$ cat src/inc/mode_reg_pkg.sv
package mode_reg_pkg;

    // ------------------------------------------------------------
    // Register addresses
    // ------------------------------------------------------------
    localparam logic [7:0] ADDR_DEVICE_INFO = 8'h00;
    localparam logic [7:0] ADDR_DEVICE_FEATURE_ONE = 8'h01;
    localparam logic [7:0] ADDR_DEVICE_FEATURE_TWO = 8'h02;
    localparam logic [7:0] ADDR_IO_CONFIG_ONE = 8'h03;
    localparam logic [7:0] ADDR_REFRESH_RATE_STATUS = 8'h04;
    localparam logic [7:0] ADDR_MAKER_CODE = 8'h05;
    localparam logic [7:0] ADDR_REVISION_CODE_ONE = 8'h06;
    localparam logic [7:0] ADDR_REVISION_CODE_TWO = 8'h07;
    localparam logic [7:0] ADDR_WIDTH_DENSITY_TYPE = 8'h08;
    localparam logic [7:0] ADDR_VENDOR_TEST_MODE = 8'h09;
    localparam logic [7:0] ADDR_IMPEDANCE_CALIBRATION = 8'h0A;
    localparam logic [7:0] ADDR_PARTIAL_REFRESH_BANK_MASK = 8'h10;
    localparam logic [7:0] ADDR_PARTIAL_REFRESH_SEGMENT_MASK = 8'h11;
    localparam logic [7:0] ADDR_DQ_PATTERN_A = 8'h20;
    localparam logic [7:0] ADDR_DQ_PATTERN_B = 8'h28;
    localparam logic [7:0] ADDR_DEVICE_RESET_TRIGGER = 8'h3F;

    // ------------------------------------------------------------
    // Field layouts and fixed values
    // ------------------------------------------------------------
    localparam int AUTO_INIT_STATUS_BIT_POS = 0;
    localparam logic [7:0] DEVICE_INFO_USED_MASK = 8'h1F;
    localparam logic [7:0] DEVICE_FEATURE_TWO_USED_MASK = 8'h0F;
    localparam logic [7:0] IO_CONFIG_ONE_USED_MASK = 8'h0F;
    localparam logic [7:0] REFRESH_RATE_USED_MASK = 8'h87;
    localparam logic [7:0] WRITE_ONLY_RESET_VALUE = 8'h00;
    localparam logic [7:0] DQ_PATTERN_A_VALUE = 8'h55;
    localparam logic [7:0] DQ_PATTERN_B_VALUE = 8'hAA;
    localparam logic [7:0] READ_FILL_VALUE = 8'h00;

    // ------------------------------------------------------------
    // Timing
    // ------------------------------------------------------------
    localparam int CLOCK_PERIOD_NS = 100;
    localparam int AUTO_INIT_TIME_NS = 10000;
    localparam int AUTO_INIT_CYCLES = AUTO_INIT_TIME_NS / CLOCK_PERIOD_NS;
    localparam int CALIBRATION_TIME_NS = 1000;
    localparam int CALIBRATION_CYCLES = (CALIBRATION_TIME_NS + CLOCK_PERIOD_NS - 1) / CLOCK_PERIOD_NS;
    localparam int READ_BURST_CYCLES = 2;

    // ------------------------------------------------------------
    // Types
    // ------------------------------------------------------------
    typedef enum logic [1:0]
    {
        ACCESS_RESERVED,
        ACCESS_READ_ONLY,
        ACCESS_WRITE_ONLY
    } access_class_type;

    typedef struct packed
    {
        logic read_valid;
        logic write_valid;
        logic [7:0] address;
        logic [7:0] operand;
    } mode_cmd_type;

    typedef struct packed
    {
        logic [7:0] data;
        logic data_oe;
        logic strobe;
        logic strobe_oe;
    } read_out_type;

endpackage

$ cat src/hdl/sdram_mode_register_bank.sv
module sdram_mode_register_bank
    import mode_reg_pkg::*;
#(
    parameter int AUTO_INIT_CYCLES_P = AUTO_INIT_CYCLES,
    parameter logic [7:0] MAKER_CODE_P = 8'h5A,     // Arbitrary value
    parameter logic [7:0] REVISION_ONE_P = 8'h01,   // Arbitrary value
    parameter logic [7:0] REVISION_TWO_P = 8'h02,   // Arbitrary value
    parameter logic [7:0] WIDTH_DENSITY_P = 8'h00,
    parameter logic [7:0] REFRESH_RATE_P = 8'h03
)
(
    // Clock and reset
    input wire logic CLK_SYS_IN,
    input wire logic RESET_N_IN,
    // Controller side
    input wire logic CKE_IN,
    input wire mode_cmd_type CMD_IN,
    // Read data path
    output read_out_type READ_OUT,
    // Status
    output logic INIT_BUSY_OUT,
    output logic CAL_BUSY_OUT,
    output logic [7:0] BURST_LENGTH_CFG_OUT
);

    // ------------------------------------------------------------
    // Clock enable synchroniser
    // ------------------------------------------------------------
    logic cke_s1_q, cke_s2_q, cke_s3_q, cke_q;

    // Pin input: change accepted when stages two and three agree
    always_ff @(posedge CLK_SYS_IN or negedge RESET_N_IN)
    begin
        if (!RESET_N_IN)
        begin
            cke_s1_q <= 1'b0;
            cke_s2_q <= 1'b0;
            cke_s3_q <= 1'b0;
            cke_q <= 1'b0;
        end
        else
        begin
            cke_s1_q <= CKE_IN;
            cke_s2_q <= cke_s1_q;
            cke_s3_q <= cke_s2_q;
            if (cke_s2_q == cke_s3_q)
            begin
                cke_q <= cke_s3_q;
            end
        end
    end

    // ------------------------------------------------------------
    // Address classification
    // ------------------------------------------------------------
    function automatic access_class_type classify(input logic [7:0] addr);
        access_class_type cls;
        cls = ACCESS_RESERVED;
        case (addr)
            ADDR_DEVICE_INFO, ADDR_REFRESH_RATE_STATUS, ADDR_MAKER_CODE,
            ADDR_REVISION_CODE_ONE, ADDR_REVISION_CODE_TWO, ADDR_WIDTH_DENSITY_TYPE,
            ADDR_DQ_PATTERN_A, ADDR_DQ_PATTERN_B:
                cls = ACCESS_READ_ONLY;
            ADDR_DEVICE_FEATURE_ONE, ADDR_DEVICE_FEATURE_TWO, ADDR_IO_CONFIG_ONE,
            ADDR_VENDOR_TEST_MODE, ADDR_IMPEDANCE_CALIBRATION,
            ADDR_PARTIAL_REFRESH_BANK_MASK, ADDR_PARTIAL_REFRESH_SEGMENT_MASK,
            ADDR_DEVICE_RESET_TRIGGER:
                cls = ACCESS_WRITE_ONLY;
            default:
                cls = ACCESS_RESERVED;
        endcase
        return cls;
    endfunction

    // Commands only count while clock enable is high
    logic init_busy_q;
    logic cmd_write, cmd_read, reset_cmd, cal_cmd;
    assign cmd_write = CMD_IN.write_valid && cke_q
        && (classify(CMD_IN.address) == ACCESS_WRITE_ONLY);
    assign cmd_read = CMD_IN.read_valid && cke_q;
    assign reset_cmd = cmd_write && (CMD_IN.address == ADDR_DEVICE_RESET_TRIGGER);
    assign cal_cmd = cmd_write && (CMD_IN.address == ADDR_IMPEDANCE_CALIBRATION) && !init_busy_q;

    // ------------------------------------------------------------
    // Auto-initialisation sequencer
    // ------------------------------------------------------------
    typedef enum logic [1:0] {INIT_RUN, INIT_IDLE, CAL_RUN} init_state_type;
    init_state_type state_q;
    logic [15:0] timer_q;
    logic cal_busy_q;

    always_ff @(posedge CLK_SYS_IN or negedge RESET_N_IN)
    begin
        if (!RESET_N_IN)
        begin
            state_q <= INIT_RUN;
            timer_q <= 16'h0000;
        end
        else if (reset_cmd)
        begin
            state_q <= INIT_RUN;
            timer_q <= 16'h0000;
        end
        else
        begin
            case (state_q)
                INIT_RUN:
                begin
                    if (timer_q >= 16'(AUTO_INIT_CYCLES_P - 1))
                    begin
                        state_q <= INIT_IDLE;
                        timer_q <= 16'h0000;
                    end
                    else
                    begin
                        timer_q <= timer_q + 16'h0001;
                    end
                end
                INIT_IDLE:
                begin
                    timer_q <= 16'h0000;
                    if (cal_cmd)
                    begin
                        state_q <= CAL_RUN;
                    end
                end
                CAL_RUN:
                begin
                    if (timer_q >= 16'(CALIBRATION_CYCLES - 1))
                    begin
                        state_q <= INIT_IDLE;
                        timer_q <= 16'h0000;
                    end
                    else
                    begin
                        timer_q <= timer_q + 16'h0001;
                    end
                end
                default:
                begin
                    state_q <= INIT_RUN;
                    timer_q <= 16'h0000;
                end
            endcase
        end
    end

    assign init_busy_q = (state_q == INIT_RUN);
    assign cal_busy_q = (state_q == CAL_RUN);

    // ------------------------------------------------------------
    // Write-only register storage
    // ------------------------------------------------------------
    localparam int NUM_WO = 8;
    localparam logic [7:0] WO_ADDR [NUM_WO] = '{ADDR_DEVICE_FEATURE_ONE, ADDR_DEVICE_FEATURE_TWO,
        ADDR_IO_CONFIG_ONE, ADDR_VENDOR_TEST_MODE, ADDR_IMPEDANCE_CALIBRATION,
        ADDR_PARTIAL_REFRESH_BANK_MASK, ADDR_PARTIAL_REFRESH_SEGMENT_MASK, ADDR_DEVICE_RESET_TRIGGER};
    logic [7:0] wo_q [NUM_WO];

    // Device reset clears every stored parameter, including its own trigger
    genvar gi;
    generate
        for (gi = 0; gi < NUM_WO; gi++)
        begin : g_wo
            always_ff @(posedge CLK_SYS_IN or negedge RESET_N_IN)
            begin
                if (!RESET_N_IN)
                begin
                    wo_q[gi] <= WRITE_ONLY_RESET_VALUE;
                end
                else if (reset_cmd)
                begin
                    wo_q[gi] <= WRITE_ONLY_RESET_VALUE;
                end
                else if (cmd_write && (CMD_IN.address == WO_ADDR[gi]))
                begin
                    wo_q[gi] <= CMD_IN.operand;
                end
            end
        end
    endgenerate

    // ------------------------------------------------------------
    // Read path
    // ------------------------------------------------------------
    logic [7:0] read_value;

    always_comb
    begin
        read_value = READ_FILL_VALUE;
        case (CMD_IN.address)
            ADDR_DEVICE_INFO:
                read_value = {7'h00, init_busy_q} & DEVICE_INFO_USED_MASK;
            ADDR_REFRESH_RATE_STATUS:
                read_value = REFRESH_RATE_P & REFRESH_RATE_USED_MASK;
            ADDR_MAKER_CODE:
                read_value = MAKER_CODE_P;
            ADDR_REVISION_CODE_ONE:
                read_value = REVISION_ONE_P;
            ADDR_REVISION_CODE_TWO:
                read_value = REVISION_TWO_P;
            ADDR_WIDTH_DENSITY_TYPE:
                read_value = WIDTH_DENSITY_P;
            ADDR_DQ_PATTERN_A:
                read_value = DQ_PATTERN_A_VALUE;
            ADDR_DQ_PATTERN_B:
                read_value = DQ_PATTERN_B_VALUE;
            default:
                read_value = READ_FILL_VALUE;
        endcase
    end

    // Burst of fixed length; strobe toggles whatever the address class
    logic [1:0] burst_q;
    logic [7:0] read_data_q;
    logic strobe_q;

    always_ff @(posedge CLK_SYS_IN or negedge RESET_N_IN)
    begin
        if (!RESET_N_IN)
        begin
            burst_q <= 2'h0;
            read_data_q <= 8'h00;
            strobe_q <= 1'b0;
        end
        else if (!cke_q)
        begin
            burst_q <= 2'h0;
            strobe_q <= 1'b0;
        end
        else if (cmd_read)
        begin
            burst_q <= 2'(READ_BURST_CYCLES);
            read_data_q <= read_value;
            strobe_q <= 1'b1;
        end
        else if (burst_q != 2'h0)
        begin
            burst_q <= burst_q - 2'h1;
            strobe_q <= (burst_q != 2'h1) ? !strobe_q : 1'b0;
        end
    end

    // ------------------------------------------------------------
    // Output registers
    // ------------------------------------------------------------
    always_ff @(posedge CLK_SYS_IN or negedge RESET_N_IN)
    begin
        if (!RESET_N_IN)
        begin
            READ_OUT <= '0;
            INIT_BUSY_OUT <= 1'b1;
            CAL_BUSY_OUT <= 1'b0;
            BURST_LENGTH_CFG_OUT <= 8'h00;
        end
        else
        begin
            READ_OUT.data <= read_data_q;
            READ_OUT.strobe <= strobe_q;
            // High impedance from the cycle after clock enable is seen low
            READ_OUT.data_oe <= cke_q && (burst_q != 2'h0);
            READ_OUT.strobe_oe <= cke_q && (burst_q != 2'h0);
            INIT_BUSY_OUT <= init_busy_q;
            CAL_BUSY_OUT <= cal_busy_q;
            BURST_LENGTH_CFG_OUT <= wo_q[0];
        end
    end

    // ------------------------------------------------------------
    // Checks
    // ------------------------------------------------------------
    property p_hiz_when_cke_low;
        @(posedge CLK_SYS_IN) disable iff (!RESET_N_IN)
        !cke_q |=> !READ_OUT.data_oe && !READ_OUT.strobe_oe;
    endproperty
    a_hiz_when_cke_low: assert property (p_hiz_when_cke_low) else $error("outputs driven with cke low");

    property p_ro_write_ignored;
        @(posedge CLK_SYS_IN) disable iff (!RESET_N_IN)
        CMD_IN.write_valid && classify(CMD_IN.address) != ACCESS_WRITE_ONLY |=> $stable(wo_q[0]);
    endproperty
    a_ro_write_ignored: assert property (p_ro_write_ignored) else $error("non-writable write changed state");

    property p_read_strobes;
        @(posedge CLK_SYS_IN) disable iff (!RESET_N_IN)
        cmd_read ##1 cke_q |=> READ_OUT.strobe_oe;
    endproperty
    a_read_strobes: assert property (p_read_strobes) else $error("read burst without strobe");

    property p_pattern_a;
        @(posedge CLK_SYS_IN) disable iff (!RESET_N_IN)
        cmd_read && CMD_IN.address == ADDR_DQ_PATTERN_A |=> read_data_q == DQ_PATTERN_A_VALUE;
    endproperty
    a_pattern_a: assert property (p_pattern_a) else $error("pattern a wrong");

    property p_info_reserved_zero;
        @(posedge CLK_SYS_IN) disable iff (!RESET_N_IN)
        cmd_read && CMD_IN.address == ADDR_DEVICE_INFO |=> read_data_q[7:5] == 3'h0;
    endproperty
    a_info_reserved_zero: assert property (p_info_reserved_zero) else $error("reserved bits not zero");

    property p_reset_restarts_init;
        @(posedge CLK_SYS_IN) disable iff (!RESET_N_IN)
        reset_cmd |=> init_busy_q ##1 INIT_BUSY_OUT;
    endproperty
    a_reset_restarts_init: assert property (p_reset_restarts_init) else $error("reset did not restart init");

    property p_write_stores;
        @(posedge CLK_SYS_IN) disable iff (!RESET_N_IN)
        cmd_write && CMD_IN.address == ADDR_DEVICE_FEATURE_ONE |=> wo_q[0] == $past(CMD_IN.operand);
    endproperty
    a_write_stores: assert property (p_write_stores) else $error("write not stored");

    // Ten busy cycles exactly, split so that each repetition stays short
    property p_cal_length;
        @(posedge CLK_SYS_IN) disable iff (!RESET_N_IN)
        $rose(cal_busy_q) |-> cal_busy_q [*5] ##1 cal_busy_q [*5] ##1 !cal_busy_q;
    endproperty
    a_cal_length: assert property (p_cal_length) else $error("calibration length wrong");

    property p_read_strobe_first;
        @(posedge CLK_SYS_IN) disable iff (!RESET_N_IN)
        cmd_read ##1 cke_q |=> READ_OUT.strobe;
    endproperty
    a_read_strobe_first: assert property (p_read_strobe_first) else $error("burst did not open with strobe high");

    property p_info_tracks_init;
        @(posedge CLK_SYS_IN) disable iff (!RESET_N_IN)
        cmd_read && CMD_IN.address == ADDR_DEVICE_INFO
            |=> read_data_q[AUTO_INIT_STATUS_BIT_POS] == $past(init_busy_q);
    endproperty
    a_info_tracks_init: assert property (p_info_tracks_init) else $error("init status bit wrong");

endmodule

$ cat config.mk
export PLATFORM = sky130hd
export DESIGN_NAME = sdram_mode_register_bank
export DESIGN_NICKNAME = d
export VERILOG_FILES = /design/src/inc/mode_reg_pkg.sv /design/src/hdl/sdram_mode_register_bank.sv
export SDC_FILE = /design/constraint.sdc
export NUM_CORES = 1
export LEC_CHECK = 0
export BUFFER_PORTS_ARGS = -buffer_cell sky130_fd_sc_hd__buf_2
export CORE_MARGIN = 3
export CORE_UTILIZATION = 49
export CTS_CLUSTER_DIAMETER = 100
export CTS_CLUSTER_SIZE = 20
export DETAILED_ROUTE_END_ITERATION = 10
export PLACE_DENSITY = 0.8
export SETUP_SLACK_MARGIN = 0.02
export SLEW_MARGIN = 20
export SYNTH_ARGS = -nofsm -noshare
export SYNTH_HDL_FRONTEND = slang
export SYNTH_SLANG_ARGS = --single-unit
$ cat constraint.sdc
create_clock -name CLK_SYS_IN -period 1.9 [get_ports CLK_SYS_IN]
set_clock_uncertainty 0.15 [all_clocks]
set_input_delay 0.19 -clock CLK_SYS_IN [delete_from_list [all_inputs] [get_ports CLK_SYS_IN]]
set_output_delay 0.19 -clock CLK_SYS_IN [all_outputs]
set_load 0.01 [all_outputs]
# --- Yosys cells after proc, flatten, opt, wreduce, memory -nomap -nowiden ---
# Memories as Yosys holds them, arrays and structs flattened.
# Index checks and enable logic that the tools add are counted.
word_totals:
  regBits: 61
  rom_bits: 128
  input_bits: 21
  output_inout_bits: 21
  word_cells: 76
  n_memories: 1
classes:
  addsub: 2
  n_lt_le_gt_ge: 2
  n_eq_ne: 18
  mux: 20
  n_reduce_logical: 17
mem_list:
  columns: ["name", "depth", "word_bits", "read_ports", "rd_ports_with_merged_regs", "write_ports", "line", "rtl"]
  rows:
  - ["(name not given)", 64, 2, 1, 0, 0, "sdram_mode_register_bank.sv:59", "case (addr)"]
ops:
  columns: ["operator", "n"]
  rows:
  - ["8-bit one-hot mux with 7 select lines", 1]
  - ["16-bit two-way mux", 3]
  - ["8-bit by 3-bit equality test with 1-bit output, second input constant", 4]
  - ["16-bit one-hot mux with 2 select lines", 1]
  - ["8-bit by 6-bit equality test with 1-bit output, second input constant", 3]
  - ["16-bit by 1-bit adder with 16-bit output, second input constant", 1]
  - ["16-bit by 4-bit >= comparator with 1-bit output, second input constant", 1]
  - ["16-bit by 7-bit >= comparator with 1-bit output, second input constant", 1]
  - ["2-bit two-way mux", 8]
  - ["8-bit two-way mux", 2]
  - ["8-bit by 1-bit equality test with 1-bit output, second input constant", 1]
  - ["8-bit by 4-bit equality test with 1-bit output, second input constant", 1]
  - ["1-bit logical AND", 8]
  - ["8-bit logical NOT", 1]
  - ["3-bit by 1-bit inequality test with 1-bit output, second input constant", 2]
  - ["2-bit one-hot mux with 3 select lines", 1]
  - ["2-bit equality test, second input constant", 2]
  - ["2-bit logical NOT", 2]
  - ["1-bit two-way mux", 4]
  - ["2-bit nonzero test", 2]
  - ["3-bit by 2-bit inequality test with 1-bit output, second input constant", 1]
  - ["3-bit inequality test, second input constant", 1]
  - ["3-bit AND reduction", 1]
  - ["2-bit by 1-bit equality test with 1-bit output, second input constant", 1]
  - ["other kinds (5)", 6]

# --- Depth between registers and ports, before layout ---
logic_depth:
  word_depth: 9
  depth_mapped: 6

# --- Worst setup path before layout ---
# Ideal clock, no wire load.
synth_timing:
  kind: "reg-to-reg"
  startpoint: "register timer_q[0]"
  endpoint: "register state_q[0]"
  arrival_time_ns: 1.776
  t_required_ns: 1.629
  slack_ns: -0.147
  stages_incl_launch_ff: 6
  n_path_buf: 0
  period_less_slack_ns: 2.047
  path_cell_list: "dfrtp_1 ha_1 or4_1 a311oi_1 o21ai_1 and4b_1"
synth_via:
  elab_chain_len: 3
  elab_cells_between_ends: 5
  classes_between: "order compare (2); eq/ne (2); reduce/logical (1)"
synth_lines:
  columns: ["item", "line", "rtl"]
  rows:
  - ["from (decl)", "sdram_mode_register_bank.sv:89", "logic [15:0] timer_q;"]
  - ["from (signal assigned)", "sdram_mode_register_bank.sv:116", "timer_q <= timer_q + 16'h0001;"]
  - ["from (signal assigned)", "sdram_mode_register_bank.sv:136", "timer_q <= timer_q + 16'h0001;"]
  - ["16-bit by 4-bit >= comparator with 1-bit output or 16-bit by 7-bit >= comparator with 1-bit output (tied branches)", "sdram_mode_register_bank.sv:129, sdram_mode_register_bank.sv:109", null]
  - ["3-bit by 2-bit inequality test with 1-bit output (no line) or 3-bit by 1-bit inequality test with 1-bit output (tied branches)", null, null]
  - ["3-bit AND reduction (no line) (*)", null, null]
  - ["to (signal assigned)", "sdram_mode_register_bank.sv:124", "state_q <= CAL_RUN;"]
  - ["to (signal assigned)", "sdram_mode_register_bank.sv:131", "state_q <= INIT_IDLE;"]
  - ["to (signal assigned)", "sdram_mode_register_bank.sv:141", "state_q <= INIT_RUN;"]
  - ["to (decl)", "sdram_mode_register_bank.sv:88", "init_state_type state_q;"]
# Every way passes the cells marked *; elsewhere a longest branch is shown, timed or not.
# A chain may end at the register's enable or synchronous reset.

# --- Worst setup path in the final report ---
layout_timing:
  startpoint: "register timer_q[1]"
  endpoint: "register state_q[0]"
# The elaborated chain is that of the path after synthesis.

==> impl_metrics.json <==
{
  "hold_depth": 3,
  "required_ns": 1.98,
  "vias": 1617,
  "vdd_ir_drop_max_mv": 0.5579,
  "power_density_nw_per_um2": 934.0,
  "total_power_mw": 2.870,
  "cts.sink_count": 57,
  "die_h_um": 73.53,
  "wl_mm": 4.596,
  "ys_seq_area_share_pct": 63.89,
  "insertedDiodeCount": 0,
  "drive_gt1_share_pct": 34.48,
  "hpwl_mm": 3.106,
  "synth_largest_area_cell": "dfrtp_1",
  "r2r_end": "state_q[0]",
  "path_max_fanout": 8,
  "first_pass_iters": 4,
  "grt_usage_pct": 19.43,
  "root_buffer": "clkbuf_8",
  "synthTopCellsByCount": "56 x dfrtp_1, 10 x a22o_1, 10 x ha_1, 10 x inv_1, 10 x nand2_1",
  "cap_violations": 0,
  "max_freq_ghz": 0.5346,
  "yosysMostFrequentCell": "dfrtp_1",
  "synth_edf_count": 0,
  "ys_warn_count": 0,
  "ff2ff_path_depth": 5,
  "yosys.cell_types.count": 45,
  "fin_crit_ns": 1.871,
  "setup_viol": 0,
  "hp-start": "CMD_IN[13]",
  "synth_ff_type": "dfrtp_1",
  "syn_area_um2": 2235,
  "ioPinCount": 42,
  "worstSetupEndpointType": "flop",
  "antenna_found_initial": 0,
  "initial_core_util_pct": 53.19,
  "drt_iter0_markers": 127,
  "yosys_register_bits": 57,
  "regToRegSetupSlack_ns": 0.03,
  "nets": 287,
  "fin_crit_sh_pct": 98.45,
  "clk_pin_slew_worst_paths_ns": 0.07,
  "met3_usage_pct": 7.114,
  "r2r_start": "timer_q[1]",
  "rsz0062_at_grt": "yes",
  "core_area_um2": 4202,
  "ant_nets": 0,
  "wl_per_cell_um": 14.78,
  "critPathKind": "flop to flop",
  "tightest_slew_ns": 0.5402,
  "slew_viol_final": 0,
  "dieArea_um2": 5407,
  "synth_top_area_share_pct": 62.71,
  "worst-endpoint-arrival_ns": 1.95,
  "synth_area_leaders": "dfrtp_1 63%, ha_1 5.6%, a22o_1 3.9%",
  "grt_pass1_wl_mm": 7.624,
  "met2_usage_pct": 31.69,
  "area_delta_synth_final_pct": 37.51,
  "portBuffers": 41,
  "via_per_inst": 5.199,
  "outcome": "finished clean",
  "hold_violations": 0,
  "hold_end": "read_data_q[2]",
  "cp-start-kind": "flop",
  "busiest_layer": "met2",
  "finalNonFillerCells": 311,
  "cts_buffers": 9,
  "syn_avg_cell_area_um2": 13.14,
  "h-tree-depth": 3,
  "synthCells": 170,
  "cts_tree": "yes",
  "clk-insertion-delay-late_ns": 0.34,
  "post-route-drc-count": 0,
  "dieWidth_um": 73.53,
  "slew_headroom_pct": 63.99,
  "hp-class": "input pin to flop",
  "fin_tns_setup_ns": 0,
  "grtUsageMet1_pct": 21.71,
  "gp_congestion": 0.8494,
  "clock_path_buffers": 2,
  "rows": 23,
  "synth-async-reset-ratio_pct": 100.0,
  "place_inst": 283,
  "power.leakage_nw": 1.547,
  "gr-total-overflow": 0,
  "grt_max_degree": 24,
  "grt_pass1_vias": 1705
}
## per-layer routing
metal  vias to the layer above  share of wire, %
li1                        778                 -
met1                       784                41
met2                        46                50
met3                         9               6.6
met4                         0               2.2
met5                         -                 0
## logic make-up after synthesis
| kind of cell | synth area share [%] |
|---|---|
| xor+xnor | 2.352 |
| fa+ha+maj | 6.047 |
| compound gates | 10.47 |
| mux | 0.9518 |
| flops | 63.89 |
| other cells | 0.1678 |
| simple gates | 13.10 |
| buf+inv | 3.024 |
## stage by stage
step / worst slack (ns) / cell area (um^2) / hold WS [ns] / util (%)
after floorplan: 0.02076 / 2277 / -0.2556 / -
after global placement: -0.04226 / 2670 / 0.04528 / 63.55
after detailed placement: -0.1153 / 2670 / 0.04718 / 63.55
after CTS: -0.03548 / 3058 / 0.01579 / 72.78
after global routing: -0.05722 / 3073 / 0.06375 / 73.14
final: 0.02948 / 3073 / 0.03695 / 73.14
## area by class of cell
type	count	area (um^2)
Clock buffer	10	137.6
Clock inverter	6	105.1
Fill cell	281	1129
Inverter	10	37.54
Multi-Input combinational cell	106	824.5
Sequential cell	57	1428
Tap cell	50	62.56
Timing Repair Buffer	72	478.0
## layout by cell type (no fill, tap or decap), types with 4 or more instances in the layout
cell type and n:
buf_4 19, clkbuf_8 10, inv_1 10, conb_1 9, dlygate4sd3_1 11, or3_1 5, ha_1 9, a22o_1 10
nor2_1 4, dfrtp_1 56, nor3_1 8, buf_2 41, nand2_1 10
## worst max path at each step
stage / startpoint / endpoint / cells past startpoint
global route: timer_q[10] / timer_q[3] / 5
global placement: CMD_IN[8] / state_q[1] / 7
detailed placement: CMD_IN[8] / state_q[1] / 7
CTS: timer_q[1] / state_q[0] / 5
finish: timer_q[1] / state_q[0] / 5
floorplan: CMD_IN[8] / state_q[1] / 6
## worst max-delay path: stages (launching register included)
cell and delay (ns):
dfrtp_1 0.38, ha_2 0.19, or4_4 0.43, a311oi_4 0.26, o21ai_4 0.13, and4b_1 0.22
## flip-flops by register name (all words and copies together) (netlist names), 2 cells and up
signal	cells
READ_OUT	8
state_q	2
burst_q	2
wo_q	8
read_data_q	6
timer_q	16
BURST_LENGTH_CFG_OUT	8
## repair_timing
item | in CTS | in global routing
hold buffers | 11 | 0
setup buffers | 1 | 0
hold endpoints to repair | 30 | 0
setup endpoints to repair | 7 | 9
gates resized for setup | 4 | 3
pin swaps | 4 | 4
## power by group
part           switching, mW  internal, mW  leakage [nW]
clock network          0.483         0.899         0.126
logic                  0.116         0.101         0.671
registers             0.0166          1.25         0.750
No activity file was read; power rests on OpenSTA's default activity.
